<file path="src/include/event_tag_pkg.sv">
// Notes on behaviour
// - Set enable bit passes its event to interrupt
// - Enable register at 0Bh, read/write, resets zero
// - Empty owner tag accepts any written value
// - Writing the held tag releases it to zero
// - Other writes to a held tag are ignored
// - Allocator read returns and reserves next free tag
// - Zero never handed out; zero means none free
// - Controller sets events; host clears by writing one where the clear enable bit is set
package event_tag_pkg;

  localparam int          ADDR_W          = 8;
  localparam int          DATA_W          = 8;
  localparam int          TAG_N           = 256;

  localparam logic [7:0]  OFS_EVENT_HIGH  = 8'h09;
  localparam logic [7:0]  OFS_ENABLE_HIGH = 8'h0b;
  localparam logic [7:0]  OFS_OWNER_TAG   = 8'h0c;
  localparam logic [7:0]  OFS_TAG_ALLOC   = 8'h10;
  localparam logic [7:0]  OFS_CLEAR_EN    = 8'h16;

  localparam logic [7:0]  RST_ENABLE      = 8'h00;
  localparam logic [7:0]  RST_EVENT       = 8'h00;
  localparam logic [7:0]  RST_OWNER       = 8'h00;
  localparam logic [7:0]  RST_CLEAR_EN    = 8'hff;
  localparam logic [7:0]  NO_TAG          = 8'h00;
  localparam logic [7:0]  READ_ZERO       = 8'h00;

  typedef struct packed {
    logic [7:0]       enable;
    logic [7:0]       events;
    logic [7:0]       clear_en;
    logic [7:0]       owner;
    logic [TAG_N-1:0] used;
    logic [7:0]       rd_data;
  } state_type;

endpackage

</file>
<file path="src/design/host_event_mask_and_app_tag.sv">
`timescale 1ns/1ps
`default_nettype none
module host_event_mask_and_app_tag
  import event_tag_pkg::*;
(
  input  wire logic              ref_clk,
  input  wire logic              reset_n,
  input  wire logic [ADDR_W-1:0] addr,
  input  wire logic [DATA_W-1:0] wr_data,
  input  wire logic              wr_stb,
  input  wire logic              rd_stb,
  output logic      [DATA_W-1:0] rd_data,
  input  wire logic [7:0]        event_set,
  output logic                   host_event_irq
);

  ////////////////////////////////////////////////////////////////////////
  // State

  state_type st_r;
  state_type st_nxt;
  logic [7:0] free_tag;
  logic       wr_event;
  logic       wr_enable;
  logic       wr_owner;
  logic       wr_alloc;
  logic       wr_clear;
  logic       rd_alloc;
  logic [TAG_N-1:0] lower_free;
  logic [7:0]       scan_idx [TAG_N];

  // Ripple scan for the lowest free tag. Entry zero never takes part, so an
  // exhausted pool reads as zero. The chain is long but only a row of muxes,
  // and the allocator is read too rarely for its delay to matter.
  assign lower_free[0] = 1'b0;
  assign scan_idx[0]   = NO_TAG;

  for (genvar i = 1; i < TAG_N; i++) begin : g_tag_scan
    assign lower_free[i] = lower_free[i-1] | !st_r.used[i];
    assign scan_idx[i]   = (!st_r.used[i] && !lower_free[i-1])
                           ? 8'(i) : scan_idx[i-1];
  end

  assign free_tag  = lower_free[TAG_N-1] ? scan_idx[TAG_N-1] : NO_TAG;
  assign wr_event  = wr_stb && (addr == OFS_EVENT_HIGH);
  assign wr_enable = wr_stb && (addr == OFS_ENABLE_HIGH);
  assign wr_owner  = wr_stb && (addr == OFS_OWNER_TAG);
  assign wr_alloc  = wr_stb && (addr == OFS_TAG_ALLOC);
  assign wr_clear  = wr_stb && (addr == OFS_CLEAR_EN);
  assign rd_alloc  = rd_stb && (addr == OFS_TAG_ALLOC);

  ////////////////////////////////////////////////////////////////////////
  // Next state

  always_comb begin
    st_nxt = st_r;

    if (wr_enable) begin
      st_nxt.enable = wr_data;
    end

    if (wr_clear) begin
      st_nxt.clear_en = wr_data;
    end

    // Host clear first so that a same-cycle set from the controller wins
    if (wr_event) begin
      st_nxt.events = st_r.events & ~(wr_data & st_r.clear_en);
    end
    st_nxt.events = st_nxt.events | event_set;

    // A held tag yields only to its own value; any other write bounces off
    if (wr_owner) begin
      if (st_r.owner == NO_TAG) begin
        st_nxt.owner = wr_data;
      end else if (wr_data == st_r.owner) begin
        st_nxt.owner = NO_TAG;
      end else begin
        st_nxt.owner = st_r.owner;
      end
    end

    // Writing a tag number to the allocator hands that tag back
    // Nothing checks who took the tag: any master may return one
    if (wr_alloc && (wr_data != NO_TAG)) begin
      st_nxt.used[wr_data] = 1'b0;
    end

    // Read data fall back to zero outside the answering cycle
    st_nxt.rd_data = READ_ZERO;
    if (rd_stb) begin
      if (addr == OFS_EVENT_HIGH) begin
        st_nxt.rd_data = st_r.events;
      end else if (addr == OFS_ENABLE_HIGH) begin
        st_nxt.rd_data = st_r.enable;
      end else if (addr == OFS_OWNER_TAG) begin
        st_nxt.rd_data = st_r.owner;
      end else if (addr == OFS_CLEAR_EN) begin
        st_nxt.rd_data = st_r.clear_en;
      end else if (addr == OFS_TAG_ALLOC) begin
        st_nxt.rd_data = free_tag;
        if (free_tag != NO_TAG) begin
          st_nxt.used[free_tag] = 1'b1;
        end
      end
    end
    // Entry zero stays pinned as taken so the scan can never offer it
    st_nxt.used[0] = 1'b1;
  end

  always_ff @(posedge ref_clk or negedge reset_n) begin
    if (!reset_n) begin
      st_r.enable   <= RST_ENABLE;
      st_r.events   <= RST_EVENT;
      st_r.clear_en <= RST_CLEAR_EN;
      st_r.owner    <= RST_OWNER;
      st_r.used     <= {{(TAG_N-1){1'b0}}, 1'b1};
      st_r.rd_data  <= READ_ZERO;
    end else begin
      st_r <= st_nxt;
    end
  end

  assign rd_data        = st_r.rd_data;
  assign host_event_irq = |(st_r.events & st_r.enable);

  ////////////////////////////////////////////////////////////////////////
  // Checks
  // All of them sleep through reset; the first sample is the edge after release

  enable_write_a: assert property (@(posedge ref_clk) disable iff (!reset_n)
    wr_enable |=> st_r.enable == $past(wr_data))
    else $error("enable register did not take written value");

  irq_rise_a: assert property (@(posedge ref_clk) disable iff (!reset_n)
    $rose(host_event_irq) |-> $past(wr_enable) || $past(|event_set))
    else $error("interrupt rose with no enable write or event");

  irq_gate_a: assert property (@(posedge ref_clk) disable iff (!reset_n)
    (|event_set && !wr_enable && (|(event_set & st_r.enable)))
      |=> host_event_irq)
    else $error("enabled event did not raise interrupt");

  irq_block_a: assert property (@(posedge ref_clk) disable iff (!reset_n)
    wr_enable && wr_data == 8'h00 && !(|event_set) |=> !host_event_irq)
    else $error("interrupt stayed high with all enables clear");

  owner_claim_a: assert property (@(posedge ref_clk) disable iff (!reset_n)
    wr_owner && st_r.owner == NO_TAG |=> st_r.owner == $past(wr_data))
    else $error("free owner tag did not take written value");

  owner_release_a: assert property (@(posedge ref_clk) disable iff (!reset_n)
    wr_owner && st_r.owner != NO_TAG && wr_data == st_r.owner
      |=> st_r.owner == NO_TAG)
    else $error("matching write did not release owner tag");

  owner_keep_a: assert property (@(posedge ref_clk) disable iff (!reset_n)
    wr_owner && st_r.owner != NO_TAG && wr_data != st_r.owner
      |=> $stable(st_r.owner))
    else $error("mismatching write changed held owner tag");

  alloc_give_a: assert property (@(posedge ref_clk) disable iff (!reset_n)
    rd_alloc && free_tag != NO_TAG
      |=> rd_data == $past(free_tag) && st_r.used[rd_data])
    else $error("allocator read did not return and reserve tag");

  alloc_zero_a: assert property (@(posedge ref_clk) disable iff (!reset_n)
    rd_alloc && (&st_r.used) |=> rd_data == NO_TAG)
    else $error("allocator returned a tag while none free");

  tag_zero_a: assert property (@(posedge ref_clk) disable iff (!reset_n)
    rd_alloc && !(&st_r.used) |=> rd_data != NO_TAG && st_r.used[0])
    else $error("tag zero offered as free");

  event_set_a: assert property (@(posedge ref_clk) disable iff (!reset_n)
    |event_set |=> (st_r.events & $past(event_set)) == $past(event_set))
    else $error("controller event lost");

  event_clear_a: assert property (@(posedge ref_clk) disable iff (!reset_n)
    wr_event && !(|event_set)
      |=> st_r.events == ($past(st_r.events) & ~($past(wr_data) & $past(st_r.clear_en))))
    else $error("host clear of events wrong");

  ////////////////////////////////////////////////////////////////////////
  // Checks on register writes, holding and read-back

  // The enable, owner and clear enable registers may move only under their own write strobes
  enable_hold_a: assert property (@(posedge ref_clk) disable iff (!reset_n)
    !wr_enable |=> $stable(st_r.enable))
    else $error("enable register changed without a write");

  enable_read_a: assert property (@(posedge ref_clk) disable iff (!reset_n)
    rd_stb && addr == OFS_ENABLE_HIGH |=> rd_data == $past(st_r.enable))
    else $error("enable register read back wrong");

  owner_hold_a: assert property (@(posedge ref_clk) disable iff (!reset_n)
    !wr_owner |=> $stable(st_r.owner))
    else $error("owner tag changed without a write");

  owner_read_a: assert property (@(posedge ref_clk) disable iff (!reset_n)
    rd_stb && addr == OFS_OWNER_TAG |=> rd_data == $past(st_r.owner))
    else $error("owner tag read back wrong");

  event_read_a: assert property (@(posedge ref_clk) disable iff (!reset_n)
    rd_stb && addr == OFS_EVENT_HIGH |=> rd_data == $past(st_r.events))
    else $error("event register read back wrong");

  clear_write_a: assert property (@(posedge ref_clk) disable iff (!reset_n)
    wr_clear |=> st_r.clear_en == $past(wr_data))
    else $error("clear enable did not take written value");

  clear_hold_a: assert property (@(posedge ref_clk) disable iff (!reset_n)
    !wr_clear |=> $stable(st_r.clear_en))
    else $error("clear enable changed without a write");

  clear_read_a: assert property (@(posedge ref_clk) disable iff (!reset_n)
    rd_stb && addr == OFS_CLEAR_EN |=> rd_data == $past(st_r.clear_en))
    else $error("clear enable read back wrong");

  // Read data stand for one cycle only, so a stale value never looks fresh
  rd_idle_a: assert property (@(posedge ref_clk) disable iff (!reset_n)
    !rd_stb |=> rd_data == READ_ZERO)
    else $error("read data not zero outside a read");

  rd_unmapped_a: assert property (@(posedge ref_clk) disable iff (!reset_n)
    rd_stb && addr != OFS_EVENT_HIGH && addr != OFS_ENABLE_HIGH
      && addr != OFS_OWNER_TAG && addr != OFS_CLEAR_EN && addr != OFS_TAG_ALLOC
      |=> rd_data == READ_ZERO)
    else $error("unmapped read returned data");

  ////////////////////////////////////////////////////////////////////////
  // Checks on events and interrupt

  // Protected bits must survive a host clear untouched
  event_guard_a: assert property (@(posedge ref_clk) disable iff (!reset_n)
    wr_event |=> (st_r.events & ~$past(st_r.clear_en))
      == (($past(st_r.events) | $past(event_set)) & ~$past(st_r.clear_en)))
    else $error("protected event bit cleared by host");

  event_hold_a: assert property (@(posedge ref_clk) disable iff (!reset_n)
    !wr_event && !(|event_set) |=> $stable(st_r.events))
    else $error("events changed with no set or clear");

  // Enabling a bit that is already pending must raise the line at once
  irq_enable_a: assert property (@(posedge ref_clk) disable iff (!reset_n)
    wr_enable && (|(st_r.events & wr_data)) |=> host_event_irq)
    else $error("enabling a pending event gave no interrupt");

  irq_off_a: assert property (@(posedge ref_clk) disable iff (!reset_n)
    wr_enable && !(|(st_r.events & wr_data)) && !(|(event_set & wr_data))
      |=> !host_event_irq)
    else $error("interrupt high with no enabled event");

  irq_hold_a: assert property (@(posedge ref_clk) disable iff (!reset_n)
    host_event_irq && !wr_enable && !wr_event |=> host_event_irq)
    else $error("interrupt dropped with events still enabled");

  irq_clear_a: assert property (@(posedge ref_clk) disable iff (!reset_n)
    wr_event && (|(st_r.events & st_r.enable & ~(wr_data & st_r.clear_en)))
      |=> host_event_irq)
    else $error("interrupt dropped while an enabled event remained");

  irq_drop_a: assert property (@(posedge ref_clk) disable iff (!reset_n)
    $fell(host_event_irq) |-> $past(wr_enable) || $past(wr_event))
    else $error("interrupt fell with no enable write or clear");

  ////////////////////////////////////////////////////////////////////////
  // Checks on the tag pool

  used_zero_a: assert property (@(posedge ref_clk) disable iff (!reset_n)
    st_r.used[0])
    else $error("tag zero left the reserved set");

  alloc_pick_a: assert property (@(posedge ref_clk) disable iff (!reset_n)
    free_tag != NO_TAG |-> !st_r.used[free_tag])
    else $error("offered tag is already in use");

  alloc_empty_a: assert property (@(posedge ref_clk) disable iff (!reset_n)
    free_tag == NO_TAG |-> &st_r.used)
    else $error("pool reported empty with a tag free");

  // A read takes exactly one tag, so a later read cannot see it again until it is handed back
  alloc_count_a: assert property (@(posedge ref_clk) disable iff (!reset_n)
    rd_alloc && free_tag != NO_TAG
      |=> $countones(st_r.used) == $countones($past(st_r.used)) + 1)
    else $error("allocator read did not reserve exactly one tag");

  used_hold_a: assert property (@(posedge ref_clk) disable iff (!reset_n)
    !rd_alloc && !wr_alloc |=> $stable(st_r.used))
    else $error("tag pool changed with no allocator access");

  // Handing a tag back is how firmware recycles it; zero is not a tag
  alloc_free_a: assert property (@(posedge ref_clk) disable iff (!reset_n)
    wr_alloc && wr_data != NO_TAG |=> !st_r.used[$past(wr_data)])
    else $error("returned tag not freed");

  alloc_keep_a: assert property (@(posedge ref_clk) disable iff (!reset_n)
    wr_alloc && wr_data == NO_TAG |=> $stable(st_r.used))
    else $error("writing zero to allocator changed the pool");

  alloc_read_a: assert property (@(posedge ref_clk) disable iff (!reset_n)
    rd_alloc |=> rd_data == $past(free_tag))
    else $error("allocator read returned wrong tag");

  alloc_none_a: assert property (@(posedge ref_clk) disable iff (!reset_n)
    rd_alloc && free_tag == NO_TAG |=> $stable(st_r.used))
    else $error("read of an empty pool changed it");

endmodule
`default_nettype wire

</file>
<file path="config.mk">
export PLATFORM = sky130hd
export DESIGN_NAME = host_event_mask_and_app_tag
export DESIGN_NICKNAME = d
export VERILOG_FILES = /design/src/include/event_tag_pkg.sv /design/src/design/host_event_mask_and_app_tag.sv
export SDC_FILE = /design/constraint.sdc
export NUM_CORES = 1
export LEC_CHECK = 0
export BUFFER_PORTS_ARGS = -buffer_cell sky130_fd_sc_hd__buf_2
export CAP_MARGIN = 20
export CORE_UTILIZATION = 50
export CTS_CLUSTER_DIAMETER = 30
export DETAILED_ROUTE_END_ITERATION = 8
export GPL_TIMING_DRIVEN = 0
export HOLD_SLACK_MARGIN = 0.05
export PLACE_DENSITY = 0.68
export RECOVER_POWER = 50
export SLEW_MARGIN = 5
export SYNTH_ARGS = -nofsm -noshare
export SYNTH_HDL_FRONTEND = slang
export SYNTH_SLANG_ARGS = --single-unit
</file>
<file path="constraint.sdc">
create_clock -name ref_clk -period 3.1 [get_ports ref_clk]
set_clock_uncertainty 0.1 [all_clocks]
set_input_delay 0.31 -clock ref_clk [delete_from_list [all_inputs] [get_ports ref_clk]]
set_output_delay 0.31 -clock ref_clk [all_outputs]
set_load 0.005 [all_outputs]
</file>
==> results of run 1 <==
## synthesized netlist by cell type, drive strengths merged (13+ instances only)
library cell | n | share of area
nand4 | 140 | 0.051
clkbuf | 72 | 0.014
a211oi | 16 | 0.0064
o32ai | 15 | 0.0070
buf | 49 | 0.016
and2 | 15 | 0.0050
o31ai | 13 | 0.0052
a32oi | 22 | 0.010
nor3 | 78 | 0.022
nand3 | 164 | 0.044
dfrtp | 287 | 0.38
nand2b | 26 | 0.0088
nor2 | 109 | 0.022
a2111oi | 14 | 0.0066
nand4b | 16 | 0.0075
a31oi | 18 | 0.0060
o21ai | 576 | 0.15
inv | 53 | 0.011
mux2 | 21 | 0.013
nor4 | 102 | 0.043
nand2 | 217 | 0.044
nor2b | 21 | 0.0070
a21oi | 53 | 0.014
and3 | 20 | 0.0067
## cells by family after synthesis
kind of cell / Yosys count / share of synthesized area
buffers and inverters: 174 / 0.0407
flip-flops: 295 / 0.395
AO/OA/AOI/OAI: 832 / 0.257
AND/OR/NAND/NOR: 976 / 0.290
multiplexers: 23 / 0.0137
XOR/XNOR: 8 / 0.00375
## metal layers
metal | overflow | GRT usage
met2 | 3 | 0.900
met3 | 0 | 0.715
met1 | 0 | 0.793
met5 | 0 | 0.483
met4 | 3 | 0.731
## through the flow
| step | hold WS [ns] | TNS, ns | instance area [um2] |
|---|---|---|---|
| 4_1_cts | 0.130 | -207.77 | 25500 |
| 3_5_place_dp | 0.255 | -613.13 | 19800 |
| 2_1_floorplan | -0.0856 | -42.53 | 18900 |
| 3_3_place_gp | 0.379 | -1755.06 | 19700 |
## what timing repair did
action / in CTS
endpoints found under the hold margin: 85
hold buffers: 9
gates resized for setup: 504
cloned: 7
setup endpoints to repair: 263
pin swaps: 116
buffers inserted: 203
==> run_results.csv, run 1 <==
group,metric,value,unit
placed_design,gp_congestion,1.16,
die,dieHeight,195,um
placed_design,dp_hpwl,80000,um
clock_network,cts_max_path_buffers,3,
clock_network,cts_htree_levels,2,
logic_synthesis,syn_nets,2336,
logic_synthesis,syn_avg_cell_area,8.10,um2
die,io_pins,37,
clock_network,cts_buffers,50,
placed_design,placed_cells,2820,
global_routing,grt_max_degree,120,
clock_network,cts-root-buf,"clkbuf_16",
placed_design,portBuffers,36,
logic_synthesis,synth_seq_area_share,0.395,
logic_synthesis,synth_edf_count,0,
status,first-error,"[ERROR GRT-0232] Routing congestion too high. Check the congestion heatmap in the GUI.",
logic_synthesis,ys_ff_latch,295,
logic_synthesis,synthDistinctLibCells,83,
status,lastStage,"global routing (5_1_grt)",
die,initial_core_util,0.510,
logic_synthesis,synth_area,18700,um2
placed_design,pre_cts_ws,-2.93,ns
logic_synthesis,async_reset_ff_frac,1.00,
global_routing,grtUsageTotal,0.789,
logic_synthesis,yosysWarnings,0,
status,status,"stopped before the end",
die,rows,70,
clock_network,cts_sinks,295,
global_routing,grt_overflow,6,
die,die_x,195,um
logic_synthesis,syn_inst,2308,
logic_synthesis,ys.flop_type,"dfrtp_1",
==> run 2: changes to the inputs <==
--- a/config.mk
+++ b/config.mk
@@ -7,12 +7,10 @@
 export LEC_CHECK = 0
 export BUFFER_PORTS_ARGS = -buffer_cell sky130_fd_sc_hd__buf_2
 export CAP_MARGIN = 20
-export CORE_UTILIZATION = 50
-export CTS_CLUSTER_DIAMETER = 30
+export CORE_UTILIZATION = 35
 export DETAILED_ROUTE_END_ITERATION = 8
 export GPL_TIMING_DRIVEN = 0
-export HOLD_SLACK_MARGIN = 0.05
-export PLACE_DENSITY = 0.68
+export PLACE_DENSITY_LB_ADDON = 0.15
 export RECOVER_POWER = 50
 export SLEW_MARGIN = 5
 export SYNTH_ARGS = -nofsm -noshare
==> constraint.sdc (replaced) <==
create_clock -name ref_clk -period 4 [get_ports ref_clk]
set_clock_uncertainty 0.1 [all_clocks]
set_input_delay 0.4 -clock ref_clk [delete_from_list [all_inputs] [get_ports ref_clk]]
set_output_delay 0.4 -clock ref_clk [all_outputs]
set_load 0.005 [all_outputs]
==> run 2 against run 1 <==
Net effect:
- the flow now finishes, with violations (max-capacitance violations, max-slew violations, negative setup slack)
- synthesized cell count stayed put
- area after synthesis did not move
==> run_results.csv, run 2 <==
group,metric,value,unit
cells_and_area,final_cell_mix,"o21ai_0 (371), buf_4 (237), dfrtp_1 (233), nand2_1 (183), o21ai_2 (134)",
critical_path,arrival,4.65,ns
logic_synthesis,synthXorXnorAreaFrac,0.00375,
power_and_ir_drop,p_leak,10.8,nW
sta,tightest_slew,2.54,ns
cells_and_area,nets,2716,
logic_synthesis,yosys.area.top_type,"dfrtp_1",
detailed_routing,ant_nets,0,
detailed_routing,wl_met3,19300,um
cells_and_area,nFillCells,4960,
placed_design,dp_hpwl,92900,um
die,die_area,54400,um2
global_routing,grt_overflow,0,
logic_synthesis,synth_top_cell_area_share,0.384,
run,cap_violations,1,
detailed_routing,wl_per_cell,39.1,um
sta,rsz0062_at_grt,"true",
logic_synthesis,synth-adder-area-share,0,
detailed_routing,wl,134000,um
clock_network,path_clk_slew,0.06,ns
cells_and_area,top_regs,"st_r x287, rd_data x8",
critical_path,crit_chain,"nand4_1 -> buf_4 -> nor4_4 -> buf_4 -> clkbuf_4 -> nand4_1 -> o311ai_1 -> o31ai_2 -> nand4_1 -> nor4_4 -> a21boi_2 -> buf_6 -> nand3b_1 -> buf_4 -> nand2b_4 -> buf_12 -> o21ai_1",
global_routing,grt_max_degree,106,
sta,setup_ws,-0.256,ns
logic_synthesis,syn_nets,2336,
status,status,"finished, violations left",
logic_synthesis,synth-simple-area-share,0.290,
sta,slew_viol_final,95,
clock_network,worst_skew_pair.late_latency,0.61,ns
detailed_routing,vias,24500,
cells_and_area,area_delta_synth_final,46.9,%
power_and_ir_drop,powerDensity,252,nW/um2
sta,period_share,1.06,
global_routing,grt_antenna_before_repair,14,
sta,setup_viol,228,
critical_path,crit_type,"flop to flop",
logic_synthesis,syn_inst,2308,
die,initial_core_util,0.355,
critical_path,slowest_delay,0.48,ns
die,die_x,233,um
global_routing,grt_pass1_wl,174000,um
die,io_pins,37,
clock_network,cts_buffers,36,
die,dieHeight,233,um
detailed_routing,remaining_drc_errors,0,
placed_design,placed_cell_area,20000,um2
logic_synthesis,synth.area.top_cells,"dfrtp_1 (38%), o21ai_0 (13%), nand3_1 (4.4%), nand4_1 (4.3%), nand2_1 (4.3%)",
logic_synthesis,synth_edf_count,0,
logic_synthesis,synthMuxAreaShare,0.0137,
power_and_ir_drop,ir_worst_vdd,0.328,mV
detailed_routing,viasPerCell,7.14,
logic_synthesis,synthDistinctLibCells,83,
cells_and_area,final_common_cell,"o21ai_0",
logic_synthesis,syn_avg_cell_area,8.10,um2
clock_network,cts_tree,"done",
die,rows,84,
sta,fmax,235,MHz
logic_synthesis,synth_area,18700,um2
logic_synthesis,ys_ff_latch,295,
cells_and_area,drive_gt1_frac,0.365,
critical_path,cp_data_required_time,4.40,ns
logic_synthesis,synth_most_common_cell,"o21ai_0",
clock_network,cts_sinks,295,
global_routing,grtUsageTotal,0.467,
logic_synthesis,synth_top_family_by_area,"simple AND/OR/NAND/NOR gates",
clock_network,cts_htree_levels,2,
detailed_routing,highest-signal-layer,"met5",
cells_and_area,finish.utilization,0.522,
placed_design,gp_congestion,1.11,
clock_network,cts_max_path_buffers,3,
detailed_routing,met2WireLength,52800,um
detailed_routing,drt_iter0_markers,3830,
logic_synthesis,synth-compound-area-share,0.257,
sta,slew_headroom,-0.697,
cells_and_area,largest_reg_flops,287,
detailed_routing,wl_met1,51700,um
placed_design,portBuffers,36,
global_routing,grt_pass1_vias,21900,
critical_path,crit_fanout,10,
cells_and_area,regMostFlops,"st_r",
min_path,hold_class,"input port to flop",
status,violations,"max-capacitance violations, max-slew violations, negative setup slack",
sta,period_minus_slack,4.26,ns
logic_synthesis,async_reset_ff_frac,1.00,
die,coreArea,52700,um2
logic_synthesis,yosysWarnings,0,
logic_synthesis,ys.flop_type,"dfrtp_1",
critical_path,slowest_stage,"dfrtp_2",
critical_path,cp-end-kind,"flop",
logic_synthesis,synth_seq_area_share,0.395,
sta,final-hold-violation-count,0,
clock_network,cts-root-buf,"clkbuf_16",
detailed_routing,first_pass_iters,8,
cells_and_area,final_area,27500,um2
critical_path,critPathLaunchType,"flop",
logic_synthesis,synth_commonest_cells,"o21ai_0 (468), dfrtp_1 (287), nand2_1 (214)",
==> run 2: layer usage <==
layer,vias to the layer above,track usage
li1,9755,-
met1,12100,0.637
met2,2092,0.634
met3,468,0.144
met4,2,0.287
met5,-,0
==> run 2: timing repair <==
item / CTS / global route
pin swaps: 101 / 124
resized for setup: 439 / 504
hold buffers: 9 / 0
endpoints found under the setup margin: 263 / 254
buffers inserted: 175 / 96
gates cloned: 1 / 15
endpoints found under the hold margin: 101 / 0
==> run 2: area by class of cell <==
class	instances	area (um2)	area share
Tap cell	688	861	0.0313
Antenna cell	19	47.5	0.00173
Buffer	118	1100	0.0400
Timing Repair Buffer	345	3130	0.114
Sequential cell	295	7460	0.271
Clock buffer	53	1010	0.0369
Multi-Input combinational cell	1839	13400	0.489
Clock inverter	13	238	0.00865
Inverter	53	199	0.00724
==> run 2: logic make-up (layout without fill, tap and decap cells) <==
| family | after synthesis | in the layout |
|---|---|---|
| AOI/OAI and AO/OA | 832 | 832 |
| muxes | 23 | 23 |
| other | 0 | 19 |
| buffers and inverters | 174 | 582 |
| and+or+nand+nor | 976 | 976 |
| DFF | 295 | 295 |
| xor gates and xnor gates | 8 | 8 |
==> run 2: through the flow <==
stage	TNS [ns]	power [W]	setup WS (ns)	instances	hold slack [ns]
floorplan	0	0.00314	0.511	2308	0.00441
global placement	-1596.42	0.00331	-3.60	3032	0.384
detailed placement	-594.99	0.00332	-2.98	3048	0.384
CTS	-0.134	0.00687	-0.0170	3297	0.212
global route	-21.74	0.00704	-0.214	3409	0.272
finish	-24.82	0.00692	-0.256	3423	0.239
==> run 2: worst paths after layout <==
path / cells past startpoint / slack, ns / from / endpoint
worst max register to register: 17 / -0.26 / st_r[145] / st_r[25]
worst max-delay path: 17 / -0.26 / st_r[145] / st_r[25]
max in group asynchronous: 3 / 0.67 / reset_n / st_r[161]
min in group asynchronous: 2 / 1.04 / reset_n / st_r[36]
worst min register to register: 1 / 0.40 / st_r[284] / st_r[284]
worst min-delay path: 3 / 0.24 / rd_stb / rd_data[6]
==> run 2: worst max-delay path, delay by kind of cell (launching register included) <==
| kind | cells | cell delay, ns |
|---|---|---|
| AO/OA/AOI/OAI | 4 | 0.77 |
| buffers and inverters | 6 | 1.09 |
| flip-flops | 1 | 0.48 |
| AND/OR/NAND/NOR | 7 | 1.66 |
==> run 2: where the power goes <==
group / switching (W) / internal, W
sequential: 0.00000827 / 0.00300
clock: 0.00150 / 0.00205
combinational: 0.000250 / 0.000111
total: 0.00176 / 0.00516
No activity file was read; power rests on OpenSTA's default activity.
